File: src/common/hlt_pkg.sv
// package for the hardware-limit timer: register map, field layout,
// reset values and carrier types shared by the timer and its bus slave.
// assumes a 32-bit AXI4-Lite register bus with byte addresses.
package hlt_pkg;
  localparam int CNT_BITS = 8;
  localparam int ADDR_W = 8;
  localparam int MODE_W = 5;

  // register byte offsets
  localparam logic [7:0] OFS_CTRL = 8'h00;
  localparam logic [7:0] OFS_PERIOD = 8'h04;
  localparam logic [7:0] OFS_PULSE = 8'h08;
  localparam logic [7:0] OFS_COUNT = 8'h0c;
  localparam logic [7:0] OFS_STATUS = 8'h10;

  // field positions
  localparam int CTRL_RUN_BIT = 0;
  localparam int CTRL_MODE_LSB = 8;
  localparam int STAT_RUN_BIT = 0;
  localparam int STAT_ARMED_BIT = 1;
  localparam int STAT_PWM_BIT = 2;

  // reset values
  localparam logic RUN_RST = 1'b0;
  localparam logic [4:0] MODE_RST = 5'h00;
  localparam logic [7:0] PERIOD_RST = 8'hff;
  localparam logic [7:0] PULSE_RST = 8'h00;

  localparam logic [1:0] RESP_OKAY = 2'b00;
  localparam logic [1:0] RESP_SLVERR = 2'b10;

  typedef enum logic [1:0] {
    FAM_FREE = 2'b00,
    FAM_ONESHOT = 2'b01,
    FAM_MONO = 2'b10,
    FAM_RSV = 2'b11
  } hlt_fam_t;

  typedef struct packed {
    logic en;
    logic [ADDR_W-1:0] addr;
    logic [31:0] data;
    logic [3:0] strb;
  } hlt_wr_t;

  typedef struct packed {
    hlt_fam_t fam;
    logic gate;
    logic start;
    logic clr;
    logic hold;
  } hlt_dec_t;
endpackage

File: src/logic/hlt_edge_det.sv
// edge detector for the external reset/gate signal.
// assumes the signal is already synchronous to clk.
`timescale 1ns/100ps
`default_nettype none
module hlt_edge_det
  import hlt_pkg::*;
(
  // clock and reset
  input wire logic clk,
  input wire logic reset,
  input wire logic clkEn,
  // signal
  input wire logic sigIn,
  output logic rise,
  output logic fall
);
  logic prevQ;

  // low after reset, so a signal already high reads as a rising edge
  always_ff @(posedge clk) begin
    if (reset) begin
      prevQ <= 1'b0;
    end else if (clkEn) begin
      prevQ <= sigIn;
    end
  end

  assign rise = sigIn & ~prevQ;
  assign fall = ~sigIn & prevQ;
endmodule // hlt_edge_det
`default_nettype wire

File: src/logic/hlt_axil_slave.sv
// AXI4-Lite slave front end: holds write address and data, issues one
// write strobe, and registers read data from the caller's mux.
// assumes the caller decodes addresses combinationally.
`timescale 1ns/100ps
`default_nettype none
module hlt_axil_slave
  import hlt_pkg::*;
(
  // clock and reset
  input wire logic clk,
  input wire logic reset,
  input wire logic clkEn,
  // AXI4-Lite
  input wire logic [ADDR_W-1:0] awaddr,
  input wire logic awvalid,
  output logic awready,
  input wire logic [31:0] wdata,
  input wire logic [3:0] wstrb,
  input wire logic wvalid,
  output logic wready,
  output logic [1:0] bresp,
  output logic bvalid,
  input wire logic bready,
  input wire logic [ADDR_W-1:0] araddr,
  input wire logic arvalid,
  output logic arready,
  output logic [31:0] rdata,
  output logic [1:0] rresp,
  output logic rvalid,
  input wire logic rready,
  // register side
  output hlt_wr_t wr,
  input wire logic wrErr,
  output logic [ADDR_W-1:0] rdAddr,
  output logic rdEn,
  input wire logic [31:0] rdData,
  input wire logic rdErr
);
  logic awHeldQ, wHeldQ;
  logic [ADDR_W-1:0] awAddrQ;
  logic [31:0] wDataQ;
  logic [3:0] wStrbQ;
  wire logic awTake = awvalid & awready;
  wire logic wTake = wvalid & wready;

  assign awready = clkEn & ~awHeldQ;
  assign wready = clkEn & ~wHeldQ;
  assign arready = clkEn & ~rvalid;
  assign rdEn = arvalid & arready;
  assign rdAddr = araddr;
  assign wr.en = clkEn & awHeldQ & wHeldQ & ~bvalid;
  assign wr.addr = awAddrQ;
  assign wr.data = wDataQ;
  assign wr.strb = wStrbQ;

  always_ff @(posedge clk) begin
    if (reset) begin
      awHeldQ <= 1'b0;
      wHeldQ <= 1'b0;
    end else if (clkEn) begin
      awHeldQ <= wr.en ? 1'b0 : (awHeldQ | awTake);
      wHeldQ <= wr.en ? 1'b0 : (wHeldQ | wTake);
    end
  end

  always_ff @(posedge clk) begin
    if (reset) begin
      awAddrQ <= '0;
      wDataQ <= '0;
      wStrbQ <= '0;
    end else if (clkEn) begin
      if (awTake) awAddrQ <= awaddr;
      if (wTake) wDataQ <= wdata;
      if (wTake) wStrbQ <= wstrb;
    end
  end

  // write answer one edge after both halves are held
  always_ff @(posedge clk) begin
    if (reset) begin
      bvalid <= 1'b0;
      bresp <= RESP_OKAY;
    end else if (clkEn) begin
      if (wr.en) begin
        bvalid <= 1'b1;
        bresp <= wrErr ? RESP_SLVERR : RESP_OKAY;
      end else if (bready) begin
        bvalid <= 1'b0;
      end
    end
  end

  always_ff @(posedge clk) begin
    if (reset) begin
      rvalid <= 1'b0;
      rdata <= '0;
      rresp <= RESP_OKAY;
    end else if (clkEn) begin
      if (rdEn) begin
        rvalid <= 1'b1;
        rdata <= rdData;
        rresp <= rdErr ? RESP_SLVERR : RESP_OKAY;
      end else if (rready) begin
        rvalid <= 1'b0;
      end
    end
  end
endmodule // hlt_axil_slave
`default_nettype wire

File: src/logic/hlt_timer.sv
// hardware-limit timer with five-bit mode control, period match and
// pulse-width output, reached over AXI4-Lite.
// assumes extResetSignal is synchronous to clk; clkEn is the timer tick.
`timescale 1ns/100ps
`default_nettype none
// Notes on behaviour
// - mode 00000: run bit alone gates counting
// - modes 00001/00010: count while signal high/low
// - modes 00011-00101: any/rising/falling edge clears count
// - modes 00110/00111: signal low/high holds count reset
// - mode 01000: one-shot starts on run bit
// - modes 01001-01011: one-shot rising/falling/any edge start
// - modes 01100/01101: edge both starts and resets
// - modes 01110/01111: edge start, opposite level holds reset
// - one-shot match: next clock clears run, count 00h
// - modes 10001-10011: monostable rising/falling/any edge start
// - monostable match: count 00h, run bit stays
// - modes 10110/10111: level start, opposite level reset
// - edge modes need fresh edge after run set
// - level-reset one-shot counts from reset-to-active transition
// - rerun after clear waits for new edge
// - pwm goes active on starting edge
// - pwm inactive at compare, reactivated at wrap only in free modes
module hlt_timer
  import hlt_pkg::*;
#(
  parameter int CNT_W = CNT_BITS
) (
  // clock and reset
  input wire logic clk,
  input wire logic reset,
  input wire logic clkEn,
  // AXI4-Lite register bus
  input wire logic [ADDR_W-1:0] awaddr,
  input wire logic awvalid,
  output logic awready,
  input wire logic [31:0] wdata,
  input wire logic [3:0] wstrb,
  input wire logic wvalid,
  output logic wready,
  output logic [1:0] bresp,
  output logic bvalid,
  input wire logic bready,
  input wire logic [ADDR_W-1:0] araddr,
  input wire logic arvalid,
  output logic arready,
  output logic [31:0] rdata,
  output logic [1:0] rresp,
  output logic rvalid,
  input wire logic rready,
  // timer pins
  input wire logic extResetSignal,
  output logic pwmOut,
  output logic [CNT_W-1:0] countValue,
  output logic timerRunning
);
  function automatic logic hitAddr(input logic [ADDR_W-1:0] a);
    return (a == OFS_CTRL) || (a == OFS_PERIOD) || (a == OFS_PULSE) ||
           (a == OFS_COUNT) || (a == OFS_STATUS);
  endfunction

  // start/reset/gate terms for each mode
  function automatic hlt_dec_t decodeMode(input logic [4:0] m,
                                          input logic ext,
                                          input logic rise,
                                          input logic fall);
    hlt_dec_t d;
    logic edgeSel;
    d = '{fam: FAM_RSV, gate: 1'b0, start: 1'b0, clr: 1'b0, hold: 1'b0};
    case (m[2:0])
      3'h1, 3'h4, 3'h6: edgeSel = rise;
      3'h2, 3'h5, 3'h7: edgeSel = fall;
      3'h3: edgeSel = rise | fall;
      default: edgeSel = 1'b1;
    endcase
    case (m[4:3])
      2'b00: begin
        d.fam = FAM_FREE;
        case (m[2:0])
          3'h1: d.gate = ext;
          3'h2: d.gate = ~ext;
          3'h6: d.gate = ext;
          3'h7: d.gate = ~ext;
          default: d.gate = 1'b1;
        endcase
        case (m[2:0])
          3'h3: d.clr = rise | fall;
          3'h4: d.clr = rise;
          3'h5: d.clr = fall;
          3'h6: d.clr = ~ext;
          3'h7: d.clr = ext;
          default: d.clr = 1'b0;
        endcase
      end
      2'b01: begin
        d.fam = FAM_ONESHOT;
        d.start = edgeSel;
        case (m[2:0])
          3'h4: d.clr = rise;
          3'h5: d.clr = fall;
          default: d.clr = 1'b0;
        endcase
        case (m[2:0])
          3'h6: d.hold = ~ext;
          3'h7: d.hold = ext;
          default: d.hold = 1'b0;
        endcase
      end
      2'b10: begin
        case (m[2:0])
          3'h1, 3'h2, 3'h3: begin
            d.fam = FAM_MONO;
            d.start = edgeSel;
          end
          3'h6: begin
            d.fam = FAM_ONESHOT;
            d.start = ext;
            d.hold = ~ext;
          end
          3'h7: begin
            d.fam = FAM_ONESHOT;
            d.start = ~ext;
            d.hold = ext;
          end
          default: d.fam = FAM_RSV;
        endcase
      end
      default: d.fam = FAM_RSV;
    endcase
    return d;
  endfunction

  hlt_wr_t wr;
  hlt_dec_t dec;
  logic [ADDR_W-1:0] rdAddr;
  logic [31:0] rdData;
  logic extRise, extFall;
  logic runQ, runD, armedQ, armedD, pwmQ, pwmD;
  logic [4:0] modeQ;
  logic [CNT_W-1:0] periodValueQ, pulseWidthValueQ, countQ, countD;

  hlt_axil_slave u_bus (
    .clk(clk),
    .reset(reset),
    .clkEn(clkEn),
    .awaddr(awaddr),
    .awvalid(awvalid),
    .awready(awready),
    .wdata(wdata),
    .wstrb(wstrb),
    .wvalid(wvalid),
    .wready(wready),
    .bresp(bresp),
    .bvalid(bvalid),
    .bready(bready),
    .araddr(araddr),
    .arvalid(arvalid),
    .arready(arready),
    .rdata(rdata),
    .rresp(rresp),
    .rvalid(rvalid),
    .rready(rready),
    .wr(wr),
    .wrErr(~hitAddr(wr.addr)),
    .rdAddr(rdAddr),
    .rdEn(),
    .rdData(rdData),
    .rdErr(~hitAddr(rdAddr))
  );

  hlt_edge_det u_edge (
    .clk(clk),
    .reset(reset),
    .clkEn(clkEn),
    .sigIn(extResetSignal),
    .rise(extRise),
    .fall(extFall)
  );

  // register writes: run in byte 0, mode in byte 1
  wire logic ctrlWr = wr.en && (wr.addr == OFS_CTRL);
  wire logic runWr = ctrlWr & wr.strb[0];
  wire logic modeWr = ctrlWr & wr.strb[1];
  wire logic periodWr = wr.en && (wr.addr == OFS_PERIOD) && wr.strb[0];
  wire logic pulseWr = wr.en && (wr.addr == OFS_PULSE) && wr.strb[0];

  // mode decode and counting terms
  assign dec = decodeMode(modeQ, extResetSignal, extRise, extFall);
  wire logic isFree = dec.fam == FAM_FREE;
  wire logic isOs = dec.fam == FAM_ONESHOT;
  wire logic isMono = dec.fam == FAM_MONO;
  wire logic isRsv = dec.fam == FAM_RSV;
  wire logic lvlPwm = modeQ[4:1] == 4'b0111;
  wire logic edgeMode = isMono || (modeQ[4:3] == 2'b01 && modeQ[2:0] != 3'h0);
  wire logic counting = ~isRsv & runQ & (isFree ? dec.gate : (armedQ & ~dec.hold));
  wire logic atPeriod = countQ == periodValueQ;
  wire logic wrapEv = counting & atPeriod;
  wire logic atPulse = countQ == pulseWidthValueQ;
  wire logic armSet = armedD & ~armedQ;

  // reserved modes freeze; clears win over increment
  assign countD = isRsv ? countQ :
                  (dec.clr | dec.hold) ? '0 :
                  wrapEv ? '0 :
                  counting ? CNT_W'(countQ + 1'b1) : countQ;

  // armed only by a start seen while run is set
  assign armedD = (isFree | isRsv | ~runQ | dec.hold) ? 1'b0 :
                  wrapEv ? 1'b0 :
                  dec.start ? 1'b1 : armedQ;

  // software write wins over the hardware clear
  assign runD = runWr ? wr.data[CTRL_RUN_BIT] :
                (wrapEv & isOs) ? 1'b0 : runQ;

  // free modes start the pulse at wrap, others at the starting edge
  assign pwmD = ((armSet & ~isFree) | (wrapEv & isFree)) ? 1'b1 :
                atPulse ? 1'b0 : pwmQ;

  always_ff @(posedge clk) begin
    if (reset) begin
      runQ <= RUN_RST;
      modeQ <= MODE_RST;
      periodValueQ <= CNT_W'(PERIOD_RST);
      pulseWidthValueQ <= CNT_W'(PULSE_RST);
    end else if (clkEn) begin
      runQ <= runD;
      if (modeWr) modeQ <= wr.data[CTRL_MODE_LSB +: MODE_W];
      if (periodWr) periodValueQ <= wr.data[CNT_W-1:0];
      if (pulseWr) pulseWidthValueQ <= wr.data[CNT_W-1:0];
    end
  end

  always_ff @(posedge clk) begin
    if (reset) begin
      countQ <= '0;
      armedQ <= 1'b0;
      pwmQ <= 1'b0;
    end else if (clkEn) begin
      countQ <= countD;
      armedQ <= armedD;
      pwmQ <= pwmD;
    end
  end

  // read mux
  wire logic [31:0] ctrlRd = {19'h0, modeQ, 7'h0, runQ};
  wire logic [31:0] statRd = {29'h0, pwmQ, armedQ, runQ};
  assign rdData = (rdAddr == OFS_CTRL) ? ctrlRd :
                  (rdAddr == OFS_PERIOD) ? 32'(periodValueQ) :
                  (rdAddr == OFS_PULSE) ? 32'(pulseWidthValueQ) :
                  (rdAddr == OFS_COUNT) ? 32'(countQ) :
                  (rdAddr == OFS_STATUS) ? statRd : 32'h0;

  assign countValue = countQ;
  assign pwmOut = pwmQ;
  assign timerRunning = counting;
endmodule // hlt_timer
`default_nettype wire

File: config.mk
export PLATFORM = sky130hd
export DESIGN_NAME = hlt_timer
export DESIGN_NICKNAME = d
export VERILOG_FILES = /design/src/common/hlt_pkg.sv /design/src/logic/hlt_edge_det.sv /design/src/logic/hlt_axil_slave.sv /design/src/logic/hlt_timer.sv
export SDC_FILE = /design/constraint.sdc
export NUM_CORES = 1
export LEC_CHECK = 0
export BUFFER_PORTS_ARGS = -buffer_cell sky130_fd_sc_hd__buf_2
export CORE_MARGIN = 3
export CORE_UTILIZATION = 40
export DETAILED_ROUTE_END_ITERATION = 12
export PLACE_DENSITY = 0.7
export SYNTH_ARGS = -nofsm -noshare
export SYNTH_HDL_FRONTEND = slang
export SYNTH_SLANG_ARGS = --single-unit
File: constraint.sdc
create_clock -name clk -period 6 [get_ports clk]
set_clock_uncertainty 0.2 [all_clocks]
set_input_delay 0.3 -clock clk [delete_from_list [all_inputs] [get_ports clk]]
set_output_delay 0.3 -clock clk [all_outputs]
set_load 0.02 [all_outputs]
==> reports/qor.txt, run 1 <==
======================================================================================
Library cell occupying the most area in the post-synthesis netlist ......      dfxtp_1
Number of max-cap violations ............................................            0
Final antenna diode count ...............................................            0
Wirelength, routed ......................................................      9090 µm
Reg2Reg Capture Point ................................................... countValue[6]
IR drop worst, VDD ......................................................      98.6 µV
Count of cells along the worst register-to-register path ................           10
Core ar. ................................................................     9500 µm²
TritonCTS clock tree ....................................................          yes
Commonest register cell after synthesis .................................      dfxtp_1
Vias in the first global route ..........................................        3,345
Initial core utilization ................................................        42.2%
YS warnings .............................................................            0
Level count of the clock H-tree .........................................            3
Fraction of layout cells with a size suffix above 1 .....................        19.3%
Top achievable clock speed ..............................................      311 MHz
Total congestion overflow ...............................................            0
Clock latency on the worst-skew pair ....................................      0.34 ns
Critical hold path startpoint ...........................................    awaddr[2]
Sequential fraction of the synthesis area ...............................        37.4%
Number of synthesized register bits .....................................           75
Kind of start point of the critical path ................................         flop
Remaining DRCs ..........................................................            0
Average wire per cell in the routed design ..............................      13.5 µm
Critical setup path kind ................................................      reg2out
Share of flip-flops with an asynchronous set or reset after synthesis ...           0%
Die X ...................................................................       106 µm
Post-layout nets ........................................................          609
Worst-margin pin slew ...................................................      1.20 ns
Setup repair after global routing missed its margin .....................        false
Worst r2r src ...........................................................     modeQ[0]
Leakage power ...........................................................      2.01 nW
Detail-routed via count per cell ........................................         5.15
Post-synth top area share ...............................................        37.4%
Slowest cell on crit path ...............................................      dfxtp_1
Sum of net half-perimeters after detailed placement .....................      6770 µm
Status .................................................................. finished, final reports clean
Die outline height ......................................................       106 µm
Filler Cells Inserted ...................................................          939
Path class of the lowest-slack min-delay path ...........................       in2reg
Crit path capture type ..................................................  output port
Gp weighted congestion ..................................................        0.849
Avg Cell Area, Syn ......................................................     8.52 µm²
Worst setup path startpoint .............................................     modeQ[0]
Pre-antenna DRT Iters ...................................................            5
Initial DRC Count .......................................................          122
Data arrival time of the worst path .....................................      2.71 ns
Top post-synthesis cells by area ........................................ dfxtp_1 37%, nor2_1 5.8%, mux2i_1 5.2%
Final ANT Viol Nets .....................................................            0
Number of cells on the worst hold path ..................................            3
CTS Sinks ...............................................................           75
Post-CTS setup repair buffer count ......................................            0
Required time reported for the critical path endpoint ...................      5.50 ns
Number of distinct standard cells referenced by the synthesized netlist .           65
Number of antenna violations at the first check in global routing .......            0
WHS Endpoint ............................................................ u_bus.awAddrQ[2]
GRT Util Overall ........................................................        16.5%
I/O Pins ................................................................          112
Worst slew margin relative to its limit .................................        19.7%
IO Port Bufs ............................................................           69
Min Clock Period, post-route ............................................      3.21 ns
CP max stage delay ......................................................      0.69 ns
Vias post-DR ............................................................        3,458
Cell area after synthesis ...............................................     4010 µm²
Total Negative Setup Slacks .............................................         0 ns
First-pass GRT wire length ..............................................    15,300 µm
CP Cell Sequence ........................................................ o21bai_1 > a211oi_1 > inv_1 > ha_1 > nor4bb_1 > o31a_1 > a21oi_4 > inv_2 > buf_2
Power per cell area .....................................................   204 nW/µm²
Synth-to-Final Area Change ..............................................        15.7%
Number of endpoints with negative hold slack in the final report ........            0
Slew Limit Fails ........................................................            0
Post-synth EDFFs ........................................................            0
Largest fanout of any net on the critical path ..........................           16
Number of placement rows ................................................           35
Flop2flop setup slack ...................................................      2.85 ns
Final critical-path share of the clock period ...........................        53.5%
Number of instances in the synthesized netlist ..........................          471
Largest net degree at the start of global routing .......................           70
Number of buffers on the longest clock path .............................            2
Number of buffers created by CTS ........................................            9
DIE AREA ................................................................   11,300 µm²
Placement Cell Area .....................................................     4300 µm²
Final instance area .....................................................     4640 µm²
Final setup fails .......................................................            0
Buffer type at the clock tree root ......................................     clkbuf_8
Worst-path clk slew .....................................................      0.08 ns
======================================================================================
[stage by stage]
| step | power (mW) | util [%] | hold slack [ns] | setup slack, ns | cells |
|---|---|---|---|---|---|
| 3_5_place_dp | 0.625 | 45.3 | 0.246 | 2.85 | 638 |
| 4_1_cts | 0.958 | 48.8 | 0.00240 | 2.78 | 671 |
| 2_1_floorplan | 0.606 | - | 0.236 | 3.05 | 491 |
| 3_3_place_gp | 0.622 | 45.3 | 0.240 | 2.91 | 638 |
| 5_1_grt | 0.996 | 48.9 | 0.00238 | 2.54 | 672 |
| 6_report | 0.945 | 48.9 | 0.0175 | 2.79 | 672 |
[placed cells by master (no fill, tap or decap), drive strengths merged, types with 10 or more instances in the layout]
cell type,synthesis,layout
buf,29,69
conb,1,21
clkbuf,22,11
dfxtp,75,75
nand2,53,53
inv,19,19
nand3,12,12
ha,10,10
dlygate4sd3,0,18
xnor2,16,16
a21oi,31,31
a22oi,12,12
mux2i,21,21
nor2,62,62
[worst max path at each step]
| stage | endpoint | slack (ns) | depth (start not counted) |
|---|---|---|---|
| after floorplan | countValue[6] | 3.05 | 12 |
| after global placement | countValue[6] | 2.91 | 10 |
| after detailed placement | countValue[6] | 2.85 | 10 |
| after CTS | timerRunning | 2.78 | 9 |
| after global routing | countValue[4] | 2.54 | 10 |
| final | timerRunning | 2.79 | 9 |
[power breakdown]
part | internal (mW) | switching, mW | total, mW
Sequential | 0.509 | 0.0109 | 0.520
Clock | 0.148 | 0.175 | 0.323
Combinational | 0.0408 | 0.0612 | 0.102
Total | 0.698 | 0.247 | 0.945
[synthesized netlist by cell type, types with 2 or more instances]
cell type and instances:
ha_1 10, nor2_1 62, or2_2 2, buf_4 22, or4_4 2, mux2i_1 21
a21oi_1 30, a311oi_1 2, buf_1 2, a211o_1 8, inv_1 18, a2111oi_0 3
nand4_1 3, buf_2 3, xor2_1 8, clkbuf_1 21, nand2b_1 6, nand2_1 53
nor4b_4 2, a211oi_1 6, nor3_1 5, and4b_1 2, nor4bb_1 3, a22oi_1 12
a21o_1 2, nor3b_1 3, o21ai_0 7, a31oi_1 3, nand3_1 12, nor2b_1 4
xnor2_1 16, nor4_1 3, dfxtp_1 75, mux2_2 7, and2_1 2, buf_6 2
[cell type report]
cell class	count	area, µm²	area share (%)
Multi-Input combinational cell	346	2220	47.9
Clock inverter	5	30.0	0.647
Tap cell	129	161	3.48
Sequential cell	75	1500	32.3
Clock buffer	11	131	2.83
Timing Repair Buffer	87	526	11.3
Inverter	19	71.3	1.54
[worst max-delay path: cells and delay by family (launching register included)]
family	cells	cell delay, ns
AOI/OAI and AO/OA	4	0.78
adders and majority gates	1	0.23
buffers and inverters	3	0.41
DFF	1	0.69
and+or+nand+nor	1	0.26
[sequential cells by signal, summed over array words and instances, names as in the netlist, 2 cells and up]
register	cells
pulseWidthValueQ	8
periodValueQ	8
u_bus.wDataQ	13
u_bus.rdata	13
modeQ	5
u_bus.awAddrQ	8
u_bus.wStrbQ	2
countValue	8
[per-layer routing]
layer / vias up / part of all wire [%] / global-route usage (%)
met5: - / 0 / 0
met4: 0 / 1.8 / 5.64
met3: 17 / 5.8 / 4.19
met2: 107 / 47 / 27.4
met1: 1610 / 45 / 20.9
li1: 1724 / - / -
[cells by family after synthesis]
logic type	synth area share, %
mux	7.20
flops	37.4
compound gates	15.6
fa+ha+maj	3.12
xor+xnor	5.24
simple gates	22.3
buf+inv	9.10
other cells	0.0934
[repair_timing]
action	4_1_cts	5_1_grt
hold endpoints to repair	17	1
resized for setup	0	0
endpoints found under the setup margin	0	0
hold buffers	17	1
Note: power is estimated with default switching activity, not from simulation.
==> run 2: changes to the inputs <==
Settings changed: ABC_AREA from default to 1.
Clock period 6 ns to 3.3 ns, I/O delays scaled along.
==> reports/qor.txt, run 2 <==
======================================================================================
Status .................................................................. finished, final reports clean
Post-CTS setup repair buffer count ......................................            0
Combinational cell fraction of total power ..............................        11.9%
Kind of start point of the critical path ................................         flop
Reg2Reg Capture Point ................................................... countValue[2]
YS warnings .............................................................            0
Number of max-cap violations ............................................            0
Sequential standard cell area ...........................................     1500 µm²
Core ar. ................................................................     9370 µm²
Share of flip-flops with an asynchronous set or reset after synthesis ...           0%
Switching fraction of total power .......................................        27.7%
Slew Limit Fails ........................................................            0
Clock latency on the worst-skew pair ....................................      0.35 ns
Total Negative Setup Slacks .............................................         0 ns
Post-synth EDFFs ........................................................            0
Most frequently used cell type in the post-synthesis netlist ............      nand2_1
Leading cell type in the layout, fill and taps excluded .................      nand2_1
Pre-antenna DRT Iters ...................................................            5
Number of cells on the worst hold path ..................................            4
Vias post-DR ............................................................        3,727
Initial DRC Count .......................................................          202
Data arrival time of the worst path .....................................      2.80 ns
IO Port Bufs ............................................................           69
Registers with the most flip-flops ...................................... u_bus.rdata: 13 flops, u_bus.wDataQ: 13 flops
Worst-path clk slew .....................................................      0.08 ns
Number of synthesized register bits .....................................           75
Final antenna diode count ...............................................            0
IR drop worst, VDD ......................................................       230 µV
Fraction of layout cells with a size suffix above 1 .....................        19.3%
Routed wire length on met3 ..............................................       618 µm
WHS Endpoint ............................................................ u_bus.rresp[1]
Critical setup path kind ................................................      reg2reg
Count of cells resized by post-cts repair ...............................            0
Final ANT Viol Nets .....................................................            0
Remaining DRCs ..........................................................            0
Avg Cell Area, Syn ......................................................     7.29 µm²
Total congestion overflow ...............................................            0
Filler Cells Inserted ...................................................          948
Final standard cell utilization of the core .............................        50.7%
Required time reported for the critical path endpoint ...................      3.38 ns
TritonCTS clock tree ....................................................          yes
Largest net degree at the start of global routing .......................           27
Number of buffers created by CTS ........................................            9
Number of distinct standard cells referenced by the synthesized netlist .           42
Worst slew margin relative to its limit .................................        52.4%
Top achievable clock speed ..............................................      368 MHz
Sum of net half-perimeters after detailed placement .....................      7360 µm
Top routing layer used ..................................................         met4
Vias in the first global route ..........................................        3,406
Part of the total power dissipated in sequential elements ...............        49.6%
CTS Sinks ...............................................................           75
Clock share of power ....................................................        38.5%
Number of placement rows ................................................           35
Sequential fraction of the synthesis area ...............................        38.2%
Critical hold path startpoint ...........................................    araddr[4]
Power per cell area .....................................................   406 nW/µm²
Number of antenna violations at the first check in global routing .......            0
Post-layout nets ........................................................          699
Final critical-path share of the clock period ...........................        82.3%
Internal Power ..........................................................      1.40 mW
Count of cells along the worst register-to-register path ................           11
Min Clock Period, post-route ............................................      2.72 ns
Path class of the lowest-slack min-delay path ...........................       in2reg
Commonest register cell after synthesis .................................      dfxtp_1
Crit path capture type ..................................................         flop
Initial core utilization ................................................        41.9%
Die outline height ......................................................       105 µm
Number of endpoints with negative hold slack in the final report ........            0
Worst-margin pin slew ...................................................     0.713 ns
DIE AREA ................................................................   11,000 µm²
Final setup fails .......................................................            0
Gp weighted congestion ..................................................        0.918
Detail-routed via count per cell ........................................         4.89
Wire length on met1 .....................................................      4850 µm
Library cell occupying the most area in the post-synthesis netlist ......      dfxtp_1
Routed met2 length ......................................................      4080 µm
Switching component of the power ........................................     0.535 mW
Cell area after synthesis ...............................................     3930 µm²
Most frequent cells after synthesis ..................................... 97 x nand2_1, 75 x dfxtp_1, 61 x inv_1
Multi-input gate area ...................................................     2000 µm²
Die X ...................................................................       105 µm
Largest fanout of any net on the critical path ..........................           11
First-pass GRT wire length ..............................................    15,900 µm
Most frequent cells in the layout ....................................... 97 x nand2_1, 75 x dfxtp_1, 69 x buf_2
GRT Util Overall ........................................................        17.7%
Average wire per cell in the routed design ..............................      12.7 µm
Synth-to-Final Area Change ..............................................        21.1%
Flop2flop setup slack ...................................................      0.58 ns
Wirelength, routed ......................................................      9710 µm
Top post-synthesis cells by area ........................................ dfxtp_1 38%, nand2_1 9.3%, inv_1 5.8%
I/O Pins ................................................................          112
Number of buffers on the longest clock path .............................            2
Number of hold buffers added after CTS ..................................           27
Post-synth top area share ...............................................        38.2%
Buffer type at the clock tree root ......................................     clkbuf_8
Setup repair after global routing missed its margin .....................        false
Worst r2r src ...........................................................     modeQ[3]
Level count of the clock H-tree .........................................            3
Number of instances in the synthesized netlist ..........................          539
Leakage power ...........................................................      2.14 nW
======================================================================================
run 2: power groups by stage:
stage                     logic (mW)  registers, mW  clock network (mW)
after floorplan                0.154          0.985                   0
after global placement         0.201          0.978                   0
after detailed placement       0.205          0.980                   0
after CTS                      0.230          0.958               0.755
after global routing           0.257          0.963               0.801
final                          0.230          0.958               0.743
run 2: per-layer routing:
layer	global-route usage, %	vias up
li1	-	1930
met1	24.4	1647
met2	27.8	136
met3	3.15	14
met4	6.56	0
met5	0	-
run 2: metrics by stage:
step                      cell area [µm²]  hold WS (ns)  std cells  worst slack (ns)  total power [mW]
after floorplan                      4000         0.132        559             0.917              1.14
after global placement               4280         0.220        719             0.729              1.18
after detailed placement             4280         0.225        719             0.598              1.18
after CTS                            4760        0.0432        762             0.561              1.94
after global routing                 4760        0.0882        762             0.356              2.02
final                                4760        0.0544        762             0.583              1.93
run 2: worst max path at each step:
stage | to | cells past startpoint | start
6_report | countValue[2] | 11 | modeQ[3]
5_1_grt | countValue[3] | 11 | modeQ[3]
4_1_cts | timerRunning | 10 | modeQ[3]
3_5_place_dp | countValue[2] | 11 | modeQ[3]
3_3_place_gp | countValue[7] | 11 | modeQ[3]
2_1_floorplan | countValue[3] | 13 | modeQ[3]
run 2: logic make-up after synthesis:
| group | Yosys count | synth area share, % |
|---|---|---|
| AOI/OAI and AO/OA | 133 | 21.0 |
| and+or+nand+nor | 206 | 23.5 |
| other | 1 | 0.0954 |
| xor gates and xnor gates | 5 | 1.11 |
| adders and majority gates | 10 | 3.18 |
| DFF | 75 | 38.2 |
| buffers and inverters | 109 | 12.9 |
run 2: layout make-up:
cell class                      instances  area share (%)
Timing Repair Buffer                   97            13.1
Clock inverter                          6            1.50
Clock buffer                           10            2.89
Sequential cell                        75            31.6
Tap cell                              129            3.39
Multi-Input combinational cell        375            42.0
Inverter                               70            5.58
run 2: critical path, cell delays in order, from the launching register on:
cell and delay, ns:
dfxtp_1 0.36, inv_1 0.10, ha_1 0.23, inv_1 0.06, nor2_1 0.04, nor3_1 0.23
ha_1 0.29, o21ai_2 0.10, and2_4 0.15, o21ai_2 0.46, o21ai_2 0.19, nor3b_2 0.23
==> run 3: changes to the inputs <==
Settings changed: PLACE_DENSITY 0.7 to 0.73.
Clock period 3.3 ns to 2.4 ns, I/O delays scaled along.
==> reports/qor.txt, run 3 (synthesized netlist as in run 2, its figures left out) <==
================================================================================
Remaining DRCs ....................................................            0
I/O Pins ..........................................................          112
CP max stage delay ................................................      0.34 ns
Wirelength, routed ................................................    10,600 µm
Reg2Reg Capture Point .............................................         runQ
Switching component of the power ..................................     0.754 mW
Leakage power .....................................................      2.29 nW
Pre-CTS setup slack ...............................................    -0.119 ns
Worst setup path endpoint ......................................... timerRunning
First-pass GRT wire length ........................................    17,100 µm
Number of placement rows ..........................................           35
Final ANT Viol Nets ...............................................            0
Die X .............................................................       105 µm
Top achievable clock speed ........................................      419 MHz
Final setup fails .................................................            0
Power per cell area ...............................................   543 nW/µm²
Largest net degree at the start of global routing .................           27
Core ar. ..........................................................     9370 µm²
CTS Sinks .........................................................           75
TritonCTS clock tree ..............................................          yes
Slowest cell on crit path .........................................      dfxtp_2
Data arrival time of the worst path ...............................      2.07 ns
Average wire per cell in the routed design ........................      13.4 µm
Number of antenna violations at the first check in global routing .            0
Clock share of power ..............................................        40.8%
Filler Cells Inserted .............................................          894
IR drop worst, VDD ................................................       342 µV
Initial DRC Count .................................................          212
Slew Limit Fails ..................................................            0
Worst slew margin relative to its limit ...........................        51.1%
Initial core utilization ..........................................        41.9%
Critical setup path kind ..........................................      reg2out
Leading cell type in the layout, fill and taps excluded ...........      nand2_1
Vias post-DR ......................................................        3,877
Required time reported for the critical path endpoint .............      2.08 ns
Final Total Pwr ...................................................      2.79 mW
Vias in the first global route ....................................        3,634
Worst r2r src .....................................................     modeQ[3]
Registers with the most flip-flops ................................ u_bus.rdata: 13 flops, u_bus.wDataQ: 13 flops
Worst-path clk slew ...............................................      0.09 ns
CP Cell Sequence .................................................. buf_6 > ha_4 > nor3_4 > inv_2 > ha_4 > nor3_4 > and2_4 > buf_6 > buf_6
Number of max-cap violations ......................................            0
Part of the total power dissipated in sequential elements .........        47.1%
Clock latency on the worst-skew pair ..............................      0.36 ns
IO Port Bufs ......................................................           69
Kind of start point of the critical path ..........................         flop
Path class of the lowest-slack min-delay path .....................       in2reg
Most frequent cells in the layout ................................. 95 x nand2_1, 73 x dfxtp_1, 68 x buf_2
Number of buffers on the longest clock path .......................            2
Dominant cell type by count on the critical path ..................        buf_6
Sum of net half-perimeters after detailed placement ...............      7590 µm
Min Clock Period, post-route ......................................      2.39 ns
Buffer type at the clock tree root ................................     clkbuf_8
Number of buffers created by CTS ..................................            9
Synth-to-Final Area Change ........................................        30.9%
Level count of the clock H-tree ...................................            3
Final critical-path share of the clock period .....................        99.4%
Status ............................................................ finished, final reports clean
Number of endpoints with negative hold slack in the final report ..            0
Crit path capture type ............................................  output port
Final instance area ...............................................     5140 µm²
Flop2flop setup slack .............................................      0.03 ns
Worst-case setup margin in the final layout .......................    0.0132 ns
Switching fraction of total power .................................        27.0%
Count of cells along the worst register-to-register path ..........           14
Total congestion overflow .........................................            0
Final antenna diode count .........................................            0
Post-layout nets ..................................................          723
Gp weighted congestion ............................................        0.978
Pre-antenna DRT Iters .............................................            4
DIE AREA ..........................................................   11,000 µm²
Die outline height ................................................       105 µm
Setup repair after global routing missed its margin ...............         true
Internal Power ....................................................      2.04 mW
Worst-margin pin slew .............................................     0.732 ns
Final standard cell utilization of the core .......................        54.9%
GRT Util Overall ..................................................        18.9%
Fraction of layout cells with a size suffix above 1 ...............        26.0%
Placement Cell Area ...............................................     4430 µm²
Worst setup path startpoint .......................................     modeQ[3]
Largest fanout of any net on the critical path ....................            2
Detail-routed via count per cell ..................................         4.93
Combinational cell fraction of total power ........................        12.1%
================================================================================
## run 3: changes by cell type in the layout (fill, tap and decap cells not counted), moves of 5 or more
cell / previous run / this run
buf_4: 1 / 20
inv_1: 61 / 56
inv_2: 8 / 13
ha_1: 10 / 5
ha_4: 0 / 5
## run 3: worst max-delay path, delay by kind of cell (launching register included)
family	cells	cell delay [ns]
AND/OR/NAND/NOR	3	0.61
buffers and inverters	4	0.42
flip-flops	1	0.34
adder cells (fa/ha/maj)	2	0.34
## run 3: worst min-delay path by stage
stage	start	cells after the start	end	slack, ns
3_5_place_dp	awaddr[7]	3	u_bus.awAddrQ[7]	0.18
3_3_place_gp	awaddr[6]	3	u_bus.awAddrQ[6]	0.17
4_1_cts	araddr[4]	6	u_bus.rdata[0]	0.004
6_report	araddr[4]	6	u_bus.rdata[0]	0.004
2_1_floorplan	awaddr[0]	2	u_bus.awAddrQ[0]	0.09
5_1_grt	araddr[4]	6	u_bus.rdata[0]	0.02
## run 3: layout make-up
type,count,area (µm²),area share [%]
repair buffers,121,836,16.3
clock buffers,10,138,2.68
multi-input cells,375,2140,41.7
clock inverters,6,93.8,1.82
inverters,70,265,5.16
flip-flops and latches,75,1510,29.3
well taps,129,161,3.14
## run 3: through the flow
stage,hold slack [ns],setup TNS (ns),cells
detailed placement,0.182,-0.763,740
global route,0.0187,-0.364,786
CTS,0.00360,-0.0765,785
floorplan,0.0867,0,559
finish,0.00424,0,786
global placement,0.174,-0.0846,740
## run 3: power groups by stage
stage	registers, mW	logic, mW	clock network (mW)
3_5_place_dp	1.35	0.292	0
2_1_floorplan	1.35	0.212	0
3_3_place_gp	1.34	0.286	0
4_1_cts	1.32	0.329	1.15
6_report	1.32	0.338	1.14
5_1_grt	1.32	0.379	1.21
## run 3: per-layer routing
metal / track usage (%) / vias up / share of wire [%]
li1: - / 1966 / -
met1: 24.6 / 1725 / 45
met2: 30.9 / 166 / 46
met3: 3.95 / 20 / 7.3
met4: 6.56 / 0 / 1.7
met5: 0 / - / 0
## run 3: timing repair
item / 4_1_cts / 5_1_grt
gates resized for setup: 20 / 22
hold endpoints to repair: 27 / 0
setup buffers: 1 / 1
pin swaps: 7 / 11
hold buffers: 28 / 0
setup endpoints to repair: 11 / 11
